<file path="src/design/nstpb_pkg.sv">
// Constants for the navigation status, time and deviation packet builder.
// Assumes a single 20 MHz system clock shared by all users of the package.
package nstpb_pkg;

  // Clock and time base
  localparam int CLK_PERIOD_NS = 50;
  localparam int USEC_NS = 1000;
  localparam int TICKS_PER_USEC = USEC_NS / CLK_PERIOD_NS;
  localparam logic [4:0] TICK_LAST = 5'(TICKS_PER_USEC - 1);
  localparam logic [19:0] USEC_MAX = 20'hF423F;
  localparam logic [31:0] SEC_RST = 32'h0000_0000;
  localparam logic [19:0] USEC_RST = 20'h0_0000;

  // Packet identifiers
  localparam logic [7:0] ID_STATE = 8'h14;
  localparam logic [7:0] ID_UNIX = 8'h15;
  localparam logic [7:0] ID_FMT = 8'h16;
  localparam logic [7:0] ID_STATUS = 8'h17;
  localparam logic [7:0] ID_POS_SD = 8'h18;
  localparam logic [7:0] ID_VEL_SD = 8'h19;
  localparam logic [7:0] ID_ORI_SD = 8'h1A;

  // Payload lengths in bytes
  localparam logic [6:0] LEN_STATE = 7'h64;
  localparam logic [6:0] LEN_UNIX = 7'h08;
  localparam logic [6:0] LEN_FMT = 7'h0E;
  localparam logic [6:0] LEN_STATUS = 7'h04;
  localparam logic [6:0] LEN_SD = 7'h0C;
  localparam logic [6:0] LEN_NONE = 7'h00;

  // Payload byte offsets
  localparam int OFS_SYS = 0;
  localparam int OFS_FILT = 2;
  localparam int OFS_SEC = 4;
  localparam int OFS_USEC = 8;
  localparam int OFS_STATE_SD = 88;
  localparam int OFS_FMT_YEAR = 4;
  localparam int OFS_FMT_YDAY = 6;
  localparam int OFS_FMT_MON = 8;
  localparam int OFS_FMT_MDAY = 9;
  localparam int OFS_FMT_WDAY = 10;
  localparam int OFS_FMT_HOUR = 11;
  localparam int OFS_FMT_MIN = 12;
  localparam int OFS_FMT_SEC = 13;

  // System status word: bits 0..14 come from the flag inputs
  localparam int SYS_OVF_BIT = 15;
  localparam int PAYLOAD_MAX = 100;

  typedef enum logic {NSTPB_IDLE, NSTPB_SEND} nstpb_st_t;

  function automatic logic [6:0] nstpb_len(input logic [7:0] id);
    case (id)
      ID_STATE: nstpb_len = LEN_STATE;
      ID_UNIX: nstpb_len = LEN_UNIX;
      ID_FMT: nstpb_len = LEN_FMT;
      ID_STATUS: nstpb_len = LEN_STATUS;
      ID_POS_SD, ID_VEL_SD, ID_ORI_SD: nstpb_len = LEN_SD;
      default: nstpb_len = LEN_NONE;
    endcase
  endfunction

endpackage

</file>
<file path="src/design/nstpb_builder.sv">
// Packet builder: status words, running Unix time and deviation payloads.
// Assumes flag and value inputs come from logic on CLK_SYS; the byte
// stream is drained by a serial framer through OUT_VALID / OUT_READY.
`timescale 1ns/1ps
`default_nettype none

// Behaviour
// The system status word is 16 bits; bits 0-5 flag system, accel, gyro, magnetometer, pressure and GNSS failure.
// Every status flag bit is one for true and zero for false.
// Bits 6-9 are over-range flags, 10-13 temperature and voltage alarms, 14 antenna disconnected.
// Bit 15 of the system status word is set when the output path overflows.
// The filter status word is 16 bits; bits 0-3 flag orientation, navigation, heading and UTC initialised.
// Filter bits 4-8 are fix types, 9-12 enables, 13-15 external aids active.
// The seconds field counts UTC seconds since 1970 without leap seconds.
// The microseconds field counts since the last second and stays within 0 to 999999.
// Packet 21 carries 8 bytes: seconds at offset 0, microseconds at offset 4.
// Packet 22 carries 14 bytes: microseconds, year, year day, then month, day, week day, hour, minute, second bytes.
// Packet 23 carries 4 bytes: system status at 0, filter status at 2.
// Packet 24 carries 12 bytes: latitude, longitude, height deviation floats.
// Packet 25 carries 12 bytes: north, east, down velocity deviation floats.
// Packet 26 carries 12 bytes: roll, pitch, heading deviation floats.
// Packet 20 is 100 bytes and opens with system status, filter status, seconds, microseconds at 0, 2, 4, 8.
// Multi-byte fields go out least significant byte first, floats as IEEE-754 single.
module nstpb_builder (
  input wire logic CLK_SYS,
  input wire logic RESET,
  input wire logic [14:0] SYS_FLAGS,
  input wire logic [15:0] FILT_FLAGS,
  input wire logic OVF_CLR,
  input wire logic TIME_SET,
  input wire logic [31:0] TIME_SEC_SET,
  input wire logic [19:0] TIME_USEC_SET,
  input wire logic [15:0] FMT_YEAR,
  input wire logic [15:0] FMT_YDAY,
  input wire logic [7:0] FMT_MONTH,
  input wire logic [7:0] FMT_MDAY,
  input wire logic [7:0] FMT_WDAY,
  input wire logic [7:0] FMT_HOUR,
  input wire logic [7:0] FMT_MIN,
  input wire logic [7:0] FMT_SEC,
  input wire logic [2:0][31:0] POS_SDEV,
  input wire logic [2:0][31:0] VEL_SDEV,
  input wire logic [2:0][31:0] ORI_SDEV,
  input wire logic REQ_VALID,
  input wire logic [7:0] REQ_ID,
  output logic REQ_READY,
  output logic OUT_VALID,
  input wire logic OUT_READY,
  output logic [7:0] OUT_DATA,
  output logic OUT_FIRST,
  output logic OUT_LAST,
  output logic [7:0] OUT_ID,
  output logic [6:0] OUT_LEN,
  output logic [15:0] SYS_STATUS,
  output logic [15:0] FILT_STATUS,
  output logic [31:0] TIME_SEC,
  output logic [19:0] TIME_USEC
);
  import nstpb_pkg::*;

  typedef logic [PAYLOAD_MAX-1:0][7:0] nstpb_pl_t;

  typedef struct packed {
    nstpb_st_t st;
    logic [7:0] id;
    logic [6:0] len;
    logic [6:0] idx;
    nstpb_pl_t pl;
    logic [31:0] sec;
    logic [19:0] usec;
    logic [4:0] tick;
    logic ovf;
    logic [15:0] sys;
    logic [15:0] filt;
    logic [7:0] data;
    logic valid;
  } nstpb_state_t;

  nstpb_state_t s_r;
  nstpb_state_t s_nxt;

  // Snapshot of one payload, packed bytes with byte 0 lowest
  function automatic nstpb_pl_t build(input logic [7:0] id,
                                      input logic [15:0] sys,
                                      input logic [15:0] filt,
                                      input logic [31:0] sec,
                                      input logic [19:0] usec);
    nstpb_pl_t p;
    p = '0;
    case (id)
      ID_STATE: begin
        p[OFS_SYS +: 2] = sys;
        p[OFS_FILT +: 2] = filt;
        p[OFS_SEC +: 4] = sec;
        p[OFS_USEC +: 4] = {12'h000, usec};
        p[OFS_STATE_SD +: 12] = POS_SDEV;
      end
      ID_UNIX: begin
        p[0 +: 4] = sec;
        p[4 +: 4] = {12'h000, usec};
      end
      ID_FMT: begin
        p[0 +: 4] = {12'h000, usec};
        p[OFS_FMT_YEAR +: 2] = FMT_YEAR;
        p[OFS_FMT_YDAY +: 2] = FMT_YDAY;
        p[OFS_FMT_MON] = FMT_MONTH;
        p[OFS_FMT_MDAY] = FMT_MDAY;
        p[OFS_FMT_WDAY] = FMT_WDAY;
        p[OFS_FMT_HOUR] = FMT_HOUR;
        p[OFS_FMT_MIN] = FMT_MIN;
        p[OFS_FMT_SEC] = FMT_SEC;
      end
      ID_STATUS: begin
        p[OFS_SYS +: 2] = sys;
        p[OFS_FILT +: 2] = filt;
      end
      ID_POS_SD: p[0 +: 12] = POS_SDEV;
      ID_VEL_SD: p[0 +: 12] = VEL_SDEV;
      ID_ORI_SD: p[0 +: 12] = ORI_SDEV;
      default: p = '0;
    endcase
    return p;
  endfunction

  always_comb begin
    s_nxt = s_r;
    // Free-running Unix time
    if (s_r.tick == TICK_LAST) begin
      s_nxt.tick = 5'h00;
      if (s_r.usec == USEC_MAX) begin
        s_nxt.usec = 20'h0_0000;
        s_nxt.sec = s_r.sec + 32'h0000_0001;
      end else begin
        s_nxt.usec = s_r.usec + 20'h0_0001;
      end
    end else begin
      s_nxt.tick = s_r.tick + 5'h01;
    end
    if (TIME_SET) begin
      s_nxt.tick = 5'h00;
      s_nxt.sec = TIME_SEC_SET;
      if (TIME_USEC_SET > USEC_MAX) begin
        s_nxt.usec = USEC_MAX;
      end else begin
        s_nxt.usec = TIME_USEC_SET;
      end
    end
    // Overflow flag: a request refused while busy; set beats clear
    if (REQ_VALID && s_r.st != NSTPB_IDLE) begin
      s_nxt.ovf = 1'b1;
    end else if (OVF_CLR) begin
      s_nxt.ovf = 1'b0;
    end
    s_nxt.sys = {s_nxt.ovf, SYS_FLAGS};
    s_nxt.filt = FILT_FLAGS;
    case (s_r.st)
      NSTPB_IDLE: begin
        if (REQ_VALID && nstpb_len(REQ_ID) != LEN_NONE) begin
          s_nxt.st = NSTPB_SEND;
          s_nxt.id = REQ_ID;
          s_nxt.len = nstpb_len(REQ_ID);
          s_nxt.idx = 7'h00;
          s_nxt.pl = build(REQ_ID, s_r.sys, s_r.filt, s_r.sec, s_r.usec);
          s_nxt.data = s_nxt.pl[0];
          s_nxt.valid = 1'b1;
        end
      end
      NSTPB_SEND: begin
        if (OUT_READY) begin
          if (s_r.idx == s_r.len - 7'h01) begin
            s_nxt.st = NSTPB_IDLE;
            s_nxt.valid = 1'b0;
          end else begin
            s_nxt.idx = s_r.idx + 7'h01;
            s_nxt.data = s_r.pl[s_nxt.idx];
          end
        end
      end
      default: begin
        s_nxt.st = NSTPB_IDLE;
        s_nxt.valid = 1'b0;
      end
    endcase
  end

  always_ff @(posedge CLK_SYS) begin
    if (RESET) begin
      s_r <= '0;
      s_r.st <= NSTPB_IDLE;
      s_r.sec <= SEC_RST;
      s_r.usec <= USEC_RST;
    end else begin
      s_r <= s_nxt;
    end
  end

  assign REQ_READY = (s_r.st == NSTPB_IDLE);
  assign OUT_VALID = s_r.valid;
  assign OUT_DATA = s_r.data;
  assign OUT_FIRST = s_r.valid && (s_r.idx == 7'h00);
  assign OUT_LAST = s_r.valid && (s_r.idx == s_r.len - 7'h01);
  assign OUT_ID = s_r.id;
  assign OUT_LEN = s_r.len;
  assign SYS_STATUS = s_r.sys;
  assign FILT_STATUS = s_r.filt;
  assign TIME_SEC = s_r.sec;
  assign TIME_USEC = s_r.usec;
endmodule

`default_nettype wire

</file>
<file path="config.mk">
export PLATFORM = sky130hd
export DESIGN_NAME = nstpb_builder
export DESIGN_NICKNAME = d
export VERILOG_FILES = /design/src/design/nstpb_pkg.sv /design/src/design/nstpb_builder.sv
export SDC_FILE = /design/constraint.sdc
export NUM_CORES = 1
export LEC_CHECK = 0
export ABC_AREA = 1
export ABC_CLOCK_PERIOD_IN_PS = 7400
export BUFFER_PORTS_ARGS = -buffer_cell sky130_fd_sc_hd__buf_2
export CORE_AREA = 4 4 223 225
export DETAILED_ROUTE_END_ITERATION = 6
export DIE_AREA = 0 0 227 229
export PLACE_DENSITY = 0.67
export SYNTH_ARGS = -nofsm -noshare
export SYNTH_HDL_FRONTEND = slang
export SYNTH_SLANG_ARGS = --single-unit
</file>
<file path="constraint.sdc">
create_clock -name CLK_SYS -period 7.4 [get_ports CLK_SYS]
set_input_delay 1.48 -clock CLK_SYS [delete_from_list [all_inputs] [get_ports CLK_SYS]]
set_output_delay 1.48 -clock CLK_SYS [all_outputs]
set_load 0.02 [all_outputs]
</file>
==> summary.md <==
| Metric | Value |
|---|---|
| First-pass GRT wire length | 139,000 um |
| GRT Max-Usage Layer | met2 |
| Status | completed |
| Max-slew violations | 0 |
| CP max-delay cell | clkinv_2 |
| Top-area cell type share of the netlist area | 32.5% |
| Final hold vios | 0 |
| GP Congestion | 0.963 |
| Post-CTS setup buffers | 0 |
| Clock power share | 47.5% |
| Reg clk slew, reported paths | 60 ps |
| Post-DP HPWL | 72,600 um |
| Worst EP required | 7900 ps |
| Syn Area/Cell | 6.14 um2 |
| Hold Path Cell Cnt | 2 |
| Core footprint | 47,500 um2 |
| Power Density | 190 nW/um2 |
| Number of cell rows | 80 |
| Worst R2R Path Depth | 6 |
| TritonCTS Sinks | 326 |
| Crit-path cells | buf_2, inv_1, nand2_1, nor2_4, nand3_2, clkinv_2, buf_4, nand3_1, a21oi_1 |
| Pre-Repair DR Iteration Count | 5 |
| MaxCap Viol Count | 0 |
| Initial antenna violation count | 21 |
| Ys flop type | dfxtp_1 |
| Largest cells by area after synthesis | dfxtp_1 33%, nand2_1 19%, nand3_1 7.1% |
| Post-synthesis instance area | 20,100 um2 |
| Largest net degree at the start of global routing | 125 |
| Final Cycle Share | 55.1% |
| Hold EP | OUT_ID[6] |
| Resized Gates After CTS | 0 |
| Final Critical Period | 4080 ps |
| Total CTS buffers | 40 |
| Max Freq | 245 MHz |
| GR Overflow Total | 0 |
| Post-route setup TNS | 0 ps |
| Wire per inst | 22.9 um |
| Synth Register Bits | 326 |
| P&R area growth vs syn | 17.5% |
| H-tree Lvls | 2 |
| Hold path start | OUT_ID[6] |
| Leading cell type in the layout, fill and taps excluded | nand2_1 |
| Async SR Flop Fraction | 0% |
| # port buffers | 573 |
| Setup crit start | REQ_ID[7] |
| Via count | 23,500 |
| RR Startpoint | s_r[921] |
| GR Util met2 | 58.6% |
| DRT iter0 DRCs | 2,682 |
| RSZ-0062 raised after global routing | no |
| Clk_lat worst skew | 570 ps |
| Leakage Power | 10.6 nW |
| Nets | 4,067 |
| Max FO, Critical Path | 61 |
| R2r setup slk | 3560 ps |
| TritonCTS clock tree | yes |
| Most frequent cells in the layout | 1,017 x nand2_1, 572 x buf_2, 325 x dfxtp_1, 301 x nor2_1, 284 x nand3_1 |
| Number of primary I/O pins | 576 |
| GRT Util Overall | 35.3% |
| Tightest Pin Transition | 1030 ps |
| Max_slew headroom | 31.5% |
| Comb power frac | 11.6% |
| EDFF count, synth | 0 |
| Via/cell ratio | 5.53 |
| CTS max path bufs | 3 |
| Global-route track usage on met3 | 7.35% |
| Syn. warnings | 0 |
| Share of post-route cells with drive strength above 1 | 19.0% |
| Vias in the first global route | 21,700 |
| Critical R2R Capture | s_r[122] |
| Final-layout fill cell count | 5,111 |
| VDD IR max | 0.173 mV |
| Die Ht | 229 um |
| Critical Path Start Type | input port |
| Final wirelength | 97,400 um |
| Residual DRC | 0 |
| Sequential share of power | 40.9% |
| Sw Ratio | 27.6% |
| Crit path kind | input port to register |
| Antenna Nets Post-Route | 0 |
| Yosys cell types | 42 |
| Worst path arrival time | 4580 ps |
| Synth Instances | 3,267 |
| Clock skew | 26.2 ps |
| Hold buffers post-CTS | 0 |
| Critical path endpoint category | register |
| Int Power | 0.00325 W |
| Sequential share of the synthesized area | 32.5% |
| GR met1 Demand/Resource | 44.3% |
| Initial Utilization | 42.2% |
| P_sw | 0.00124 W |
| Worst min path class | register to register |
| Synth area leader | dfxtp_1 |
| Die ar. | 52,000 um2 |
| Root Buffer | clkbuf_16 |
| Worst hold margin | 460 ps |
| Critical path's largest stage delay | 650 ps |
| Chip width | 227 um |
| Endpoints failing setup | 0 |
## logic make-up (layout without fill, tap and decap cells)
logic type | count (synthesis) | in the layout | synth area share (%)
AOI/OAI and AO/OA | 612 | 612 | 16.8
buffers and inverters | 583 | 940 | 14.0
and+or+nand+nor | 1725 | 1725 | 35.7
xor gates and xnor gates | 12 | 12 | 0.524
muxes | 1 | 1 | 0.0499
adders and majority gates | 7 | 7 | 0.437
DFF | 326 | 326 | 32.5
other | 1 | 16 | 0.0187
## area by class of cell
| cell class | count | area (um2) | area share (%) |
|---|---|---|---|
| antenna | 14 | 35.0 | 0.149 |
| sequential | 326 | 6530 | 27.7 |
| inverter | 272 | 1030 | 4.36 |
| multi-input combinational | 2359 | 10800 | 45.6 |
| timing repair buffer | 596 | 3060 | 13.0 |
| clock buffer | 60 | 1190 | 5.04 |
| clock inverter | 12 | 203 | 0.860 |
| tap | 615 | 769 | 3.27 |
## cell usage after synthesis (3+ instances only)
master / count
o2111ai_1: 3
buf_1: 18
buf_4: 128
dfxtp_1: 326
a211oi_1: 9
inv_1: 265
nand2_2: 4
buf_6: 4
nand2_1: 1017
nor4_1: 3
o21ai_0: 193
inv_2: 6
a22o_1: 23
nor2_2: 3
a31oi_1: 12
xor2_1: 10
buf_2: 82
o31ai_1: 16
nor3_1: 24
o22ai_1: 36
o21ai_1: 20
or2_2: 3
o211ai_1: 28
clkbuf_1: 79
nor2_1: 302
ha_1: 7
nand4_1: 75
nand3_1: 285
a21oi_1: 266
## power by group through the flow
stage	Clock (W)	Sequential (W)	Combinational (W)
after CTS	0.00214	0.00183	0.000512
after floorplan	0	0.00185	0.000279
after detailed placement	0	0.00187	0.000510
after global routing	0.00220	0.00184	0.000557
after global placement	0	0.00187	0.000509
final	0.00213	0.00184	0.000520
## worst max path at each step
stage / to / cells after the start / slack [ps]
floorplan: OUT_FIRST / 6 / 4180
global placement: s_r[122] / 11 / 2840
detailed placement: s_r[840] / 9 / 2810
CTS: s_r[840] / 9 / 3390
global route: s_r[828] / 9 / 3050
finish: s_r[815] / 9 / 3320
## critical path, delay by kind of cell
| kind | cells | cell delay [ps] |
|---|---|---|
| compound gates | 1 | 150 |
| simple gates | 4 | 1410 |
| buf+inv | 4 | 1440 |
## through the flow
stage               area [um2]  total power (W)  setup WS (ps)  utilization [%]  instances
global placement         22100          0.00238           2840             46.6       4168
CTS                      23500          0.00448           3390             49.5       4240
global route             23600          0.00460           3050             49.5       4248
detailed placement       22100          0.00238           2810             46.6       4168
floorplan                20100          0.00213           4180                -       3268
finish                   23600          0.00449           3320             49.6       4254
## layer usage
metal	wire (um)	share of wire (%)
met4	4510	4.6
met1	38100	39
met2	45600	47
met3	9190	9.4
met5	91	0.093
## state kept, by name (all words and copies together) (netlist names)
signal,flops
TIME_USEC,20
SYS_STATUS,15
OUT_ID,8
s_r,222
OUT_LEN,4
FILT_STATUS,16
OUT_DATA,8
OUT_VALID,1
TIME_SEC,32
Power figures use the tool's default switching activity.
